File: config.mk
export PLATFORM = sky130hd
export DESIGN_NAME = radio_host_port
export DESIGN_NICKNAME = d
export VERILOG_FILES = /design/src/radio_port_pkg.sv /design/src/radio_host_port.sv /design/src/sync_bits.sv
export SDC_FILE = /design/constraint.sdc
export NUM_CORES = 1
export LEC_CHECK = 0
export ABC_CLOCK_PERIOD_IN_PS = 2400
export BUFFER_PORTS_ARGS = -buffer_cell sky130_fd_sc_hd__clkbuf_2
export CAP_MARGIN = 0
export CORE_MARGIN = 8
export CORE_UTILIZATION = 45
export DETAILED_ROUTE_END_ITERATION = 6
export PLACE_DENSITY_LB_ADDON = 0.08
export REMOVE_ABC_BUFFERS = 1
export SYNTH_ARGS = -nofsm -noshare
export SYNTH_HDL_FRONTEND = slang
export SYNTH_SLANG_ARGS = --single-unit
File: constraint.sdc
create_clock -name clock_i -period 2.4 [get_ports clock_i]
set_input_delay 0.36 -clock clock_i [delete_from_list [all_inputs] [get_ports clock_i]]
set_output_delay 0.36 -clock clock_i [all_outputs]
set_load 0.01 [all_outputs]
File: src/radio_port_pkg.sv
/*
 * Shared constants for the host-facing port of the radio module: serial
 * timing, SPI clock pacing, frame layout and reset levels.
 * Assumes a single 200 MHz core clock and an active-low asynchronous reset.
 */
// Contract
// - Drive host-bound serial data on serial output.
// - Accept host serial data on serial input.
// - Stop sending while permit-send is high; the code still finishes a frame already in flight.
// - Ready low only when input can be accepted.
// - Activity high during transmit or receive.
// - Remote: carrier lock low when hop-synchronized.
// - Base: carrier lock low with remotes connected.
// - Slave select output as master, input as slave.
// - MOSI driven as master, sampled as slave.
// - MISO sampled as master, driven as slave.
// - SPI clock driven as master, received as slave.
// - Inputs four/five offer selectable pull-up.
// - Outputs four/five take configured power-on level.
// - Logic held in reset while reset low.
package radio_port_pkg;

    // ==================================================================
    // Clock and serial timing
    // ==================================================================
    localparam int CLK_HZ = 200_000_000;                 // Core clock rate
    localparam int SERIAL_BAUD = 115_200;                // Default serial rate
    localparam int BIT_CYCLES = CLK_HZ / SERIAL_BAUD;    // Clocks per serial bit
    localparam int SPI_HALF_CYCLES = 10;                 // Clocks per SPI clock half

    // ==================================================================
    // Frame layout
    // ==================================================================
    localparam int DATA_BITS = 8;                        // Bits per character
    localparam logic [3:0] STOP_BIT_INDEX = 4'h9;        // Last bit of a serial frame
    localparam logic [3:0] SPI_LAST_BIT = 4'h7;          // Last bit index of an SPI byte
    localparam logic [3:0] SPI_BYTE_BITS = 4'h8;         // Bits in one SPI byte

    // ==================================================================
    // Reset values
    // ==================================================================
    localparam logic LINE_IDLE = 1'b1;                   // Serial line idles high
    localparam logic READY_N_RESET = 1'b1;               // Not ready while in reset
    localparam logic LOCK_N_RESET = 1'b1;                // No carrier lock at reset
    localparam logic [7:0] SYNC_RESET = 8'hff;           // Synchroniser reset pattern

endpackage

File: src/radio_host_port.sv
/*
 * Host-facing port of the radio module: serial transmitter and receiver
 * with flow control, SPI master/slave pin handling, activity and carrier
 * lock outputs, and two configurable general I/O pins.
 * Assumes pins are asynchronous to clock_i; user-side ports are synchronous.
 */
`timescale 1ns/10ps
module radio_host_port #(
    parameter int CLKS_PER_BIT = radio_port_pkg::BIT_CYCLES,
    parameter int SPI_HALF = radio_port_pkg::SPI_HALF_CYCLES,
    parameter int REMOTE_W = 4
) (
    input wire logic clock_i,
    input wire logic rst_n_i,
    // Serial lines and flow control
    input wire logic serial_in_i,
    output logic serial_out_o,
    input wire logic permit_send_n_i,
    output logic accept_ready_n_o,
    // User side of the serial and SPI data
    input wire logic [7:0] tx_data_i,
    input wire logic tx_valid_i,
    output logic tx_ready_o,
    output logic [7:0] rx_data_o,
    output logic rx_valid_o,
    input wire logic rx_taken_i,
    input wire logic [7:0] spi_tx_data_i,
    input wire logic spi_start_i,
    // SPI pins
    input wire logic role_master_i,
    input wire logic ss_n_i,
    output logic ss_n_o,
    output logic ss_n_oe_o,
    input wire logic mosi_i,
    output logic mosi_o,
    output logic mosi_oe_o,
    input wire logic miso_i,
    output logic miso_o,
    output logic miso_oe_o,
    input wire logic sclk_i,
    output logic sclk_o,
    output logic sclk_oe_o,
    // Status
    input wire logic is_base_i,
    input wire logic hop_locked_i,
    input wire logic [REMOTE_W-1:0] remotes_connected_i,
    output logic activity_flag_o,
    output logic carrier_lock_n_o,
    // General I/O four and five, bit 0 is four
    input wire logic [1:0] gpio_dir_out_i,
    input wire logic [1:0] gpio_pullup_i,
    input wire logic [1:0] gpio_power_on_i,
    input wire logic [1:0] gpio_write_i,
    input wire logic [1:0] gpio_level_i,
    input wire logic general_io_four_i,
    input wire logic general_io_five_i,
    output logic general_io_four_o,
    output logic general_io_four_oe_o,
    output logic general_io_four_pullup_o,
    output logic general_io_five_o,
    output logic general_io_five_oe_o,
    output logic general_io_five_pullup_o,
    output logic [1:0] gpio_in_o
);

    localparam logic [15:0] BIT_LAST = 16'(CLKS_PER_BIT - 1);   // Full bit count end
    localparam logic [15:0] HALF_LAST = 16'(CLKS_PER_BIT / 2);  // Mid-start sample point
    localparam logic [15:0] SPI_LAST = 16'(SPI_HALF - 1);       // SPI half period end

    // ============
    // Pin synchronisers
    // ============
    logic [7:0] pins;  // Synchronised pin levels
    logic serial_s, permit_n_s, ss_n_s, mosi_s, miso_s, sclk_s;
    sync_bits #(.WIDTH(8)) u_sync (
        .clock_i(clock_i),
        .rst_n_i(rst_n_i),
        .async_i({general_io_five_i, general_io_four_i, sclk_i, miso_i, mosi_i, ss_n_i,
                  permit_send_n_i, serial_in_i}),
        .sync_o(pins)
    );
    assign serial_s = pins[0];
    assign permit_n_s = pins[1];
    assign ss_n_s = pins[2];
    assign mosi_s = pins[3];
    assign miso_s = pins[4];
    assign sclk_s = pins[5];

    // ============
    // Serial transmitter
    // ============
    typedef enum logic {TX_IDLE, TX_SEND} tx_state_t;
    tx_state_t tx_state, next_tx_state;
    logic [9:0] tx_frame, next_tx_frame;   // Start, data, stop; sent from bit 0
    logic [3:0] tx_bit, next_tx_bit;       // Bit of the frame on the line
    logic [15:0] tx_baud, next_tx_baud;    // Cycles into the current bit
    logic next_serial_out, next_tx_ready;

    // New characters start only while permitted; one in flight always ends
    always_comb begin
        next_tx_state = tx_state;
        next_tx_frame = tx_frame;
        next_tx_bit = tx_bit;
        next_tx_baud = tx_baud;
        unique case (tx_state)
            TX_IDLE: begin
                if (tx_valid_i && tx_ready_o) begin
                    next_tx_frame = {1'b1, tx_data_i, 1'b0};
                    next_tx_state = TX_SEND;
                    next_tx_bit = 4'h0;
                    next_tx_baud = 16'h0000;
                end
            end
            TX_SEND: begin
                if (tx_baud == BIT_LAST) begin
                    next_tx_baud = 16'h0000;
                    next_tx_frame = {1'b1, tx_frame[9:1]};
                    next_tx_bit = tx_bit + 4'h1;
                    if (tx_bit == radio_port_pkg::STOP_BIT_INDEX) begin
                        next_tx_state = TX_IDLE;
                    end
                end else begin
                    next_tx_baud = tx_baud + 16'h0001;
                end
            end
        endcase
        next_serial_out = (next_tx_state == TX_SEND) ? next_tx_frame[0] :
                          radio_port_pkg::LINE_IDLE;
        next_tx_ready = (next_tx_state == TX_IDLE) && !permit_n_s;
    end

    always_ff @(posedge clock_i or negedge rst_n_i) begin
        if (!rst_n_i) begin
            tx_state <= TX_IDLE;
            tx_frame <= 10'h3ff;
            tx_bit <= 4'h0;
            tx_baud <= 16'h0000;
            serial_out_o <= radio_port_pkg::LINE_IDLE;
            tx_ready_o <= 1'b0;
        end else begin
            tx_state <= next_tx_state;
            tx_frame <= next_tx_frame;
            tx_bit <= next_tx_bit;
            tx_baud <= next_tx_baud;
            serial_out_o <= next_serial_out;
            tx_ready_o <= next_tx_ready;
        end
    end

    // ============
    // Serial receiver
    // ============
    typedef enum logic {RX_IDLE, RX_RUN} rx_state_t;
    rx_state_t rx_state, next_rx_state;
    logic [7:0] rx_shift, next_rx_shift;   // Bits gathered LSB first
    logic [3:0] rx_bit, next_rx_bit;       // 0 start, 1..8 data, 9 stop
    logic [15:0] rx_baud, next_rx_baud;
    logic uart_done;                       // Good stop bit seen this cycle

    // Start bit is rechecked at mid-bit so a line glitch is dropped
    always_comb begin
        next_rx_state = rx_state;
        next_rx_shift = rx_shift;
        next_rx_bit = rx_bit;
        next_rx_baud = rx_baud;
        uart_done = 1'b0;
        unique case (rx_state)
            RX_IDLE: begin
                if (!serial_s) begin
                    next_rx_state = RX_RUN;
                    next_rx_bit = 4'h0;
                    next_rx_baud = 16'h0000;
                end
            end
            RX_RUN: begin
                if (rx_baud == ((rx_bit == 4'h0) ? HALF_LAST : BIT_LAST)) begin
                    next_rx_baud = 16'h0000;
                    next_rx_bit = rx_bit + 4'h1;
                    if (rx_bit == 4'h0) begin
                        if (serial_s) begin
                            next_rx_state = RX_IDLE;  // False start
                        end
                    end else if (rx_bit == radio_port_pkg::STOP_BIT_INDEX) begin
                        next_rx_state = RX_IDLE;
                        uart_done = serial_s;  // Framing errors are dropped
                    end else begin
                        next_rx_shift = {serial_s, rx_shift[7:1]};
                    end
                end else begin
                    next_rx_baud = rx_baud + 16'h0001;
                end
            end
        endcase
    end

    always_ff @(posedge clock_i or negedge rst_n_i) begin
        if (!rst_n_i) begin
            rx_state <= RX_IDLE;
            rx_shift <= 8'h00;
            rx_bit <= 4'h0;
            rx_baud <= 16'h0000;
        end else begin
            rx_state <= next_rx_state;
            rx_shift <= next_rx_shift;
            rx_bit <= next_rx_bit;
            rx_baud <= next_rx_baud;
        end
    end

    // ============
    // SPI engine, mode 0, MSB first
    // ============
    typedef enum logic [1:0] {SPI_IDLE, SPI_MASTER, SPI_SLAVE} spi_state_t;
    spi_state_t spi_state, next_spi_state;
    logic [7:0] spi_tx, next_spi_tx;       // Outgoing byte, MSB on the pin
    logic [7:0] spi_rx, next_spi_rx;       // Incoming byte
    logic [3:0] spi_cnt, next_spi_cnt;     // Bits sampled so far
    logic [15:0] spi_div, next_spi_div;    // Half period counter
    logic master, next_master;             // Role, frozen during a transfer
    logic slave, next_slave;
    logic next_sclk_out, next_ss_out, sclk_prev, spi_done;

    // Role is latched only while idle so pin directions never flip mid-byte
    always_comb begin
        next_spi_state = spi_state;
        next_spi_tx = spi_tx;
        next_spi_rx = spi_rx;
        next_spi_cnt = spi_cnt;
        next_spi_div = spi_div;
        next_master = master;
        next_slave = slave;
        next_sclk_out = sclk_o;
        next_ss_out = ss_n_o;
        spi_done = 1'b0;
        unique case (spi_state)
            SPI_IDLE: begin
                next_master = role_master_i;
                next_slave = !role_master_i;
                next_spi_cnt = 4'h0;
                next_spi_div = 16'h0000;
                if (master && spi_start_i && !rx_valid_o) begin
                    next_spi_state = SPI_MASTER;
                    next_spi_tx = spi_tx_data_i;
                    next_ss_out = 1'b0;
                end else if (slave && !ss_n_s) begin
                    next_spi_state = SPI_SLAVE;
                    next_spi_tx = spi_tx_data_i;
                end
            end
            SPI_MASTER: begin
                if (spi_div == SPI_LAST) begin
                    next_spi_div = 16'h0000;
                    next_sclk_out = !sclk_o;
                    if (!sclk_o) begin
                        next_spi_rx = {spi_rx[6:0], miso_s};
                        next_spi_cnt = spi_cnt + 4'h1;
                    end else if (spi_cnt == radio_port_pkg::SPI_BYTE_BITS) begin
                        next_spi_state = SPI_IDLE;
                        next_ss_out = 1'b1;
                        spi_done = 1'b1;
                    end else begin
                        next_spi_tx = {spi_tx[6:0], 1'b0};
                    end
                end else begin
                    next_spi_div = spi_div + 16'h0001;
                end
            end
            SPI_SLAVE: begin
                if (ss_n_s) begin
                    next_spi_state = SPI_IDLE;  // Deselect aborts a partial byte
                end else if (sclk_s && !sclk_prev) begin
                    next_spi_rx = {spi_rx[6:0], mosi_s};
                    next_spi_cnt = spi_cnt + 4'h1;
                    if (spi_cnt == radio_port_pkg::SPI_LAST_BIT) begin
                        spi_done = 1'b1;
                        next_spi_cnt = 4'h0;
                    end
                end else if (!sclk_s && sclk_prev) begin
                    next_spi_tx = (spi_cnt == 4'h0) ? spi_tx_data_i :
                                  {spi_tx[6:0], 1'b0};
                end
            end
            default: begin
                next_spi_state = SPI_IDLE;
            end
        endcase
    end

    always_ff @(posedge clock_i or negedge rst_n_i) begin
        if (!rst_n_i) begin
            spi_state <= SPI_IDLE;
            spi_tx <= 8'h00;
            spi_rx <= 8'h00;
            spi_cnt <= 4'h0;
            spi_div <= 16'h0000;
            master <= 1'b0;
            slave <= 1'b0;
            sclk_o <= 1'b0;
            ss_n_o <= 1'b1;
            sclk_prev <= 1'b0;
        end else begin
            spi_state <= next_spi_state;
            spi_tx <= next_spi_tx;
            spi_rx <= next_spi_rx;
            spi_cnt <= next_spi_cnt;
            spi_div <= next_spi_div;
            master <= next_master;
            slave <= next_slave;
            sclk_o <= next_sclk_out;
            ss_n_o <= next_ss_out;
            sclk_prev <= sclk_s;
        end
    end

    // Pin directions follow the latched role
    assign ss_n_oe_o = master;
    assign mosi_oe_o = master;
    assign sclk_oe_o = master;
    assign miso_oe_o = slave;
    assign mosi_o = spi_tx[7];
    assign miso_o = spi_tx[7];

    // ============
    // Receive holding byte, flow control and status
    // ============
    logic [7:0] next_rx_data;
    logic next_rx_valid, next_ready_n, next_activity, next_lock_n;

    // A byte arriving as the user takes the last one wins over the clear
    always_comb begin
        next_rx_data = uart_done ? rx_shift : (spi_done ? next_spi_rx : rx_data_o);
        next_rx_valid = (rx_valid_o && !rx_taken_i) || uart_done || spi_done;
        next_ready_n = next_rx_valid;
        next_activity = (next_tx_state != TX_IDLE) || (next_rx_state != RX_IDLE) ||
                        (next_spi_state != SPI_IDLE);
        if (is_base_i) begin
            next_lock_n = (remotes_connected_i == '0);
        end else begin
            next_lock_n = !hop_locked_i;
        end
    end

    always_ff @(posedge clock_i or negedge rst_n_i) begin
        if (!rst_n_i) begin
            rx_data_o <= 8'h00;
            rx_valid_o <= 1'b0;
            accept_ready_n_o <= radio_port_pkg::READY_N_RESET;
            activity_flag_o <= 1'b0;
            carrier_lock_n_o <= radio_port_pkg::LOCK_N_RESET;
        end else begin
            rx_data_o <= next_rx_data;
            rx_valid_o <= next_rx_valid;
            accept_ready_n_o <= next_ready_n;
            activity_flag_o <= next_activity;
            carrier_lock_n_o <= next_lock_n;
        end
    end

    // ============
    // General I/O four and five
    // ============
    logic [1:0] io_out, io_oe, io_pull;
    logic powered;  // Set on the first edge after reset release

    always_ff @(posedge clock_i or negedge rst_n_i) begin
        if (!rst_n_i) begin
            powered <= 1'b0;
        end else begin
            powered <= 1'b1;
        end
    end

    for (genvar g = 0; g < 2; g++) begin : g_io
        logic next_out, next_oe, next_pull;
        // Power-on level is taken after release, never inside the reset
        always_comb begin
            next_out = io_out[g];
            if (!powered) begin
                next_out = gpio_power_on_i[g];
            end else if (gpio_write_i[g]) begin
                next_out = gpio_level_i[g];
            end
            next_oe = gpio_dir_out_i[g];
            next_pull = !gpio_dir_out_i[g] && gpio_pullup_i[g];
        end
        always_ff @(posedge clock_i or negedge rst_n_i) begin
            if (!rst_n_i) begin
                io_out[g] <= 1'b0;
                io_oe[g] <= 1'b0;
                io_pull[g] <= 1'b0;
                gpio_in_o[g] <= 1'b1;
            end else begin
                io_out[g] <= next_out;
                io_oe[g] <= next_oe;
                io_pull[g] <= next_pull;
                gpio_in_o[g] <= pins[6 + g];
            end
        end
    end

    assign general_io_four_o = io_out[0];
    assign general_io_four_oe_o = io_oe[0];
    assign general_io_four_pullup_o = io_pull[0];
    assign general_io_five_o = io_out[1];
    assign general_io_five_oe_o = io_oe[1];
    assign general_io_five_pullup_o = io_pull[1];

endmodule

File: src/sync_bits.sv
/*
 * Two-flop synchroniser for a group of independent pin levels.
 * Assumes each bit is a slow level; multi-bit words are not made coherent.
 */
`timescale 1ns/10ps
module sync_bits #(
    parameter int WIDTH = 8
) (
    input wire logic clock_i,
    input wire logic rst_n_i,
    input wire logic [WIDTH-1:0] async_i,
    output logic [WIDTH-1:0] sync_o
);

    logic [WIDTH-1:0] meta;       // First stage, read only by the second
    logic [WIDTH-1:0] next_meta;  // Next first stage
    logic [WIDTH-1:0] next_sync;  // Next second stage

    // ==================================================================
    // Next values
    // ==================================================================
    always_comb begin
        next_meta = async_i;
        next_sync = meta;
    end

    // Reset to idle-high so lines look inactive until really sampled
    always_ff @(posedge clock_i or negedge rst_n_i) begin
        if (!rst_n_i) begin
            meta <= WIDTH'(radio_port_pkg::SYNC_RESET);
            sync_o <= WIDTH'(radio_port_pkg::SYNC_RESET);
        end else begin
            meta <= next_meta;
            sync_o <= next_sync;
        end
    end

endmodule
==> reports/summary.md, run 1 <==
• share of the synthesized area in the top cell type: 39.7%
• area overhead of the layout relative to synthesis: 21.1%
• reg2reg start: rx_baud[10]
• fraction of registers with async set/reset: 100%
• first-pass GRT wire length: 27.6 mm
• clock buffer depth: 2
• share of synthesized area occupied by flip-flops and latches: 51.8%
• Clock transition at path regs: 60 ps
• Port Buffers: 75
• multiplexer area fraction after synthesis: 3.64%
• post-CTS setup buffer count: 0
• Placed Cells: 945
• RR Endpoint: rx_bit[3]
• total CTS buffers: 17
• Post-Syn Area per Cell: 10.2 µm²
• Data required, critical path: 2740 ps
• measured slew at the worst slew-check pin: 674 ps
• Die Outline Area: 19600 µm²
• grt ovf: 0
• kind of end point of the critical path: flop
• first-pass iteration count of the detailed router: 5
• number of standard cells in the final layout excluding fillers: 983
• clock net sink count: 142
• total number of yosys warnings: 0
• Highest Clock Rate: 432 MHz
• Min-Delay Endpoint: u_sync.meta[2]
• most common library cell in the layout ignoring fill and taps: sky130_fd_sc_hd__dfrtp_1
• Tot Pwr: 7.09 mW
• number of max-capacitance violations reported: 0
• top-level port count: 76
• most used cells in the layout excluding fill and tap cells: sky130_fd_sc_hd__dfrtp_1, sky130_fd_sc_hd__clkbuf_2, sky130_fd_sc_hd__nand2_1
• row count: 45
• Hold Path Stages: 1
• dominant register cell in the synthesized netlist: sky130_fd_sc_hd__dfrtp_1
• latest clock arrival within the worst-skew pair: 430 ps
• startpoint type of the worst setup path: flop
• xor/xnor share of the synthesized area: 1.01%
• die width: 140 µm
• Leak: 3.78 nW
• TritonCTS clock tree: built
• initial core utilization: 45.8%
• setup TNS: 0 ps
• GP Congestion: 0.846
• worst setup path category: reg2reg
• relative max-transition margin: 54.6%
• Layout Utilization: 55.4%
• detailed-route via count: 5599
• worst supply voltage drop on vdd: 0.000534 V
• class of the most critical hold timing path: in2reg
• Final Setup Violations: 0
• shortest clock period the worst path allows after layout: 2320 ps
• global-route usage over all layers: 17.2%
• CTS root buf: sky130_fd_sc_hd__clkbuf_16
• placed wire-length estimate after detailed placement: 11.4 mm
• most area-hungry cell type in the Yosys netlist: sky130_fd_sc_hd__dfrtp_1
• antenna violation net count after detailed routing: 0
• largest net degree at the start of global routing: 55
• path depth of the worst reg2reg path: 5
• antenna violations before repair: 0
• worst reg2reg setup slack: 80 ps
• via count of the first global-routing pass: 5605
• worst clock skew: 14.5 ps
• Floorplan Core Area: 15100 µm²
• total inserted antenna cells: 0
• number of H-tree branching levels: 4
• signal arrival time at the worst endpoint: 2660 ps
• max-slew violation total from the final report: 0
• combinational family with the most area after synthesis: simple AND/OR/NAND/NOR gates
• Compound-Gate Fraction of Synth Area: 17.9%
• Netlist cell types: 66
• final WL: 16.5 mm
• final hold violation count: 0
• top fanout value on the critical path: 6
• number of violations reported at the end of detailed-routing iteration 0: 317
• average routed wire per standard cell: 16.8 µm
• remaining design rule violation count: 0
• post-synthesis instance area: 6940 µm²
• Post-layout nets: 843
• number of enable flip-flop cells after synthesis: 0
• register bit total from synthesis: 142
• vertical extent of the die: 140 µm
• Power Density: 844 nW/µm²
• result of the run: complete, no violations
• Synth Area in Adders: 2.71%
• fraction of final layout cells sized beyond drive strength 1: 26.5%
• critical hold path startpoint: ss_n_i
• top cells by area in the synthesized netlist: sky130_fd_sc_hd__dfrtp_1, sky130_fd_sc_hd__dfstp_2, sky130_fd_sc_hd__nand2_1, sky130_fd_sc_hd__o21ai_0, sky130_fd_sc_hd__ha_1
• Syn Inst Count: 677
• final clock period utilization by the worst path: 96.5%
• post-DR vias/cell: 5.70
• post-synthesis simple-gate area fraction: 18.2%
worst max-delay path, cell delays in order, from the launching register on:
cell and delay (ps):
sky130_fd_sc_hd__dfrtp_1 370, sky130_fd_sc_hd__or4_1 520, sky130_fd_sc_hd__or4_4 540, sky130_fd_sc_hd__a21o_2 270
sky130_fd_sc_hd__or3_1 360, sky130_fd_sc_hd__a31oi_1 180
report_power, final:
| part | total, mW | switching [mW] | internal (mW) |
|---|---|---|---|
| Combinational | 1.55 | 0.870 | 0.683 |
| Clock | 2.69 | 1.12 | 1.57 |
| Sequential | 2.84 | 0.193 | 2.65 |
| Total | 7.09 | 2.19 | 4.90 |
cell type report:
type / instances / area [µm²]
Fill cell: 1341 / 6750
Sequential cell: 142 / 3590
Multi-Input combinational cell: 459 / 3040
Timing Repair Buffer: 117 / 762
Clock buffer: 17 / 425
Tap cell: 188 / 235
Clock inverter: 15 / 174
Inverter: 45 / 169
sequential cells by signal (all words and copies together), names as in the netlist, 2 cells and up:
signal,count
spi_state,2
tx_frame,10
tx_baud,16
spi_rx,8
gpio_in_o,2
rx_baud,16
spi_tx,8
u_sync.meta,8
rx_data_o,8
u_sync.sync_o,8
rx_shift,8
spi_cnt,4
rx_bit,4
tx_bit,4
spi_div,16
worst max-delay path by stage:
stage                            from              end  slack, ps
after CTS                  spi_div[1]        spi_tx[2]         20
after floorplan           rx_baud[10]      rx_shift[7]        -90
final                     rx_baud[10]        rx_bit[3]         80
after global placement    spi_div[11]  activity_flag_o        100
after global routing      rx_baud[10]        rx_bit[3]       -0.4
after detailed placement   spi_div[1]  activity_flag_o         60
cells by family (layout without fill, tap and decap cells):
| logic type | Yosys count | after routing |
|---|---|---|
| other | 1 | 1 |
| buffers and inverters | 76 | 194 |
| muxes | 24 | 24 |
| and+or+nand+nor | 233 | 233 |
| xor gates and xnor gates | 8 | 8 |
| adders and majority gates | 15 | 15 |
| AOI/OAI and AO/OA | 178 | 178 |
| DFF | 142 | 142 |
layer usage:
metal / wire [µm] / global-route usage, % / vias up
met4: 292 / 6.23 / 0
met1: 7880 / 22.7 / 2763
met3: 710 / 4.72 / 19
met2: 7650 / 26.6 / 128
li1: - / - / 2689
met5: 0 / 0 / -
per-stage QoR:
stage	worst slack, ps	cell area, µm²	hold WS, ps
after floorplan	-93.8	6780	64.4
after global placement	99.5	7720	346
after detailed placement	62.0	7720	347
after CTS	15.5	8380	0.253
after global routing	-0.404	8400	2.16
final	83.1	8400	18.6
synth_stat cells (15+ instances only):
cell type,n
sky130_fd_sc_hd__clkbuf_1,21
sky130_fd_sc_hd__ha_1,15
sky130_fd_sc_hd__nand4_1,15
sky130_fd_sc_hd__nor2_1,27
sky130_fd_sc_hd__o21ai_0,44
sky130_fd_sc_hd__dfstp_2,32
sky130_fd_sc_hd__nor3_1,17
sky130_fd_sc_hd__nand3_1,24
sky130_fd_sc_hd__inv_1,44
sky130_fd_sc_hd__a31oi_1,27
sky130_fd_sc_hd__nand2_1,60
sky130_fd_sc_hd__a21oi_1,27
sky130_fd_sc_hd__dfrtp_1,110
what timing repair did:
| action | 4_1_cts | 5_1_grt |
|---|---|---|
| hold endpoints to repair | 50 | 0 |
| setup endpoints to repair | 0 | 33 |
| hold buffers | 6 | 0 |
| gates resized for setup | 0 | 6 |
(Power assumes the default switching activity.)
==> run 2, diff against run 1 <==
Settings changed: PLACE_DENSITY from default to 0.66, PLACE_DENSITY_LB_ADDON 0.08 to default.
==> run 2 against run 1 <==
Effect of this change: clock power is 6% higher; die area did not move; sequential share of layout area is 0.22 points lower; register-to-register slack barely moved; cell count is 0.31% lower; power rose by 2.4%; wire length up 1.3%.
==> reports/summary.md, run 2 (synthesized netlist as in run 1, its figures left out) <==
• result of the run: complete, no violations
• antenna violations before repair: 0
• most common library cell in the layout ignoring fill and taps: sky130_fd_sc_hd__dfrtp_1
• minimum setup slack after placement: 74.3 ps
• Post-layout nets: 840
• number of H-tree branching levels: 4
• vertical extent of the die: 140 µm
• Port Buffers: 75
• TritonCTS clock tree: built
• first-pass GRT wire length: 28.6 mm
• hold_ws: 39.4 ps
• GP Congestion: 0.845
• final hold violation count: 0
• max-slew violation total from the final report: 0
• startpoint type of the worst setup path: flop
• total CTS buffers: 17
• Power Density: 860 nW/µm²
• number of max-capacitance violations reported: 0
• antenna violation net count after detailed routing: 0
• smallest setup slack after layout: 71.5 ps
• final WL: 16.8 mm
• via count of the first global-routing pass: 5757
• fraction of final layout cells sized beyond drive strength 1: 26.3%
• class of the most critical hold timing path: in2reg
• worst supply voltage drop on vdd: 0.000545 V
• Highest Clock Rate: 429 MHz
• Die Outline Area: 19600 µm²
• Floorplan Core Area: 15100 µm²
• biggest regs: rx_baud x16, spi_div x16, tx_baud x16
• first-pass iteration count of the detailed router: 5
• clock net sink count: 142
• post-DR vias/cell: 5.74
• top-level port count: 76
• largest net degree at the start of global routing: 57
• row count: 45
• relative max-transition margin: 43.7%
• Final Setup Violations: 0
• number of violations reported at the end of detailed-routing iteration 0: 452
• most used cells in the layout excluding fill and tap cells: sky130_fd_sc_hd__dfrtp_1, sky130_fd_sc_hd__clkbuf_2, sky130_fd_sc_hd__nand2_1
• Global Route met1 Usage: 23.5%
• average routed wire per standard cell: 17.1 µm
• global-route met3 utilization: 5.23%
• fillers: 1297
• measured slew at the worst slew-check pin: 836 ps
• kind of end point of the critical path: flop
• placed wire-length estimate after detailed placement: 11.8 mm
• area overhead of the layout relative to synthesis: 21.7%
• clock buffer depth: 2
• Clock transition at path regs: 70 ps
• remaining design rule violation count: 0
• die width: 140 µm
• shortest clock period the worst path allows after layout: 2330 ps
• detailed-route via count: 5626
• met2 track utilization from global routing: 27.3%
• initial core utilization: 45.8%
• top fanout value on the critical path: 7
• grt ovf: 0
• CTS root buf: sky130_fd_sc_hd__clkbuf_16
• Data required, critical path: 2740 ps
• Leak: 3.79 nW
• busiest layer in global routing: met2
• total inserted antenna cells: 0
• final clock period utilization by the worst path: 97.0%
• worst clock skew: 9.81 ps
• global-route usage over all layers: 17.6%
• signal arrival time at the worst endpoint: 2670 ps
• latest clock arrival within the worst-skew pair: 430 ps
• worst setup path category: reg2reg
run 2: final cells by class:
class / count / area, µm² / share of cell area [%]
flip-flops and latches: 142 / 3590 / 42.6
multi-input cells: 459 / 3060 / 36.2
repair buffers: 114 / 733 / 8.69
clock buffers: 17 / 425 / 5.04
well taps: 188 / 235 / 2.79
clock inverters: 15 / 226 / 2.68
inverters: 45 / 169 / 2.00
run 2: path summary, 6_finish.rpt:
kind,startpoint,end,slack [ps],cells past startpoint
min in group asynchronous,rst_n_i,spi_tx[0],390,2
max in group asynchronous,rst_n_i,u_sync.sync_o[1],1280,3
worst max-delay path,rx_baud[10],rx_shift[2],70,6
worst min-delay path,sclk_i,u_sync.meta[5],40,1
worst max register to register,rx_baud[10],rx_shift[2],70,6
worst min register to register,u_sync.meta[4],u_sync.sync_o[4],360,0
run 2: timing repair:
item	in CTS	in global routing
gates resized for setup	0	8
endpoints found under the setup margin	0	36
setup buffers	0	0
hold buffers	7	0
endpoints found under the hold margin	37	0
run 2: per-stage QoR:
stage	total power [mW]	instance area, µm²	std cells	utilization, %	setup TNS (ps)
final	7.26	8440	980	55.7	0
after global placement	4.35	7680	941	50.7	0
after floorplan	3.82	6780	646	-	-749
after detailed placement	4.44	7680	941	50.7	0
after global routing	7.62	8440	980	55.7	-30.2
after CTS	7.31	8400	980	55.5	0
run 2: worst max-delay path: stages (launching register included):
cell and delay, ps:
sky130_fd_sc_hd__dfrtp_1 370, sky130_fd_sc_hd__or4_1 530, sky130_fd_sc_hd__or4_4 550, sky130_fd_sc_hd__a21oi_2 170
sky130_fd_sc_hd__and3b_1 230, sky130_fd_sc_hd__buf_6 160, sky130_fd_sc_hd__mux2i_1 220
run 2: routing by layer:
layer	wire, µm	vias to the layer above
met5	0	-
met1	7700	2787
met2	7870	149
li1	-	2674
met4	155	0
met3	1030	16
run 2: power by group:
part | internal [mW] | switching [mW] | total, mW
Sequential | 2.65 | 0.196 | 2.85
Combinational | 0.683 | 0.885 | 1.57
Clock | 1.70 | 1.15 | 2.85
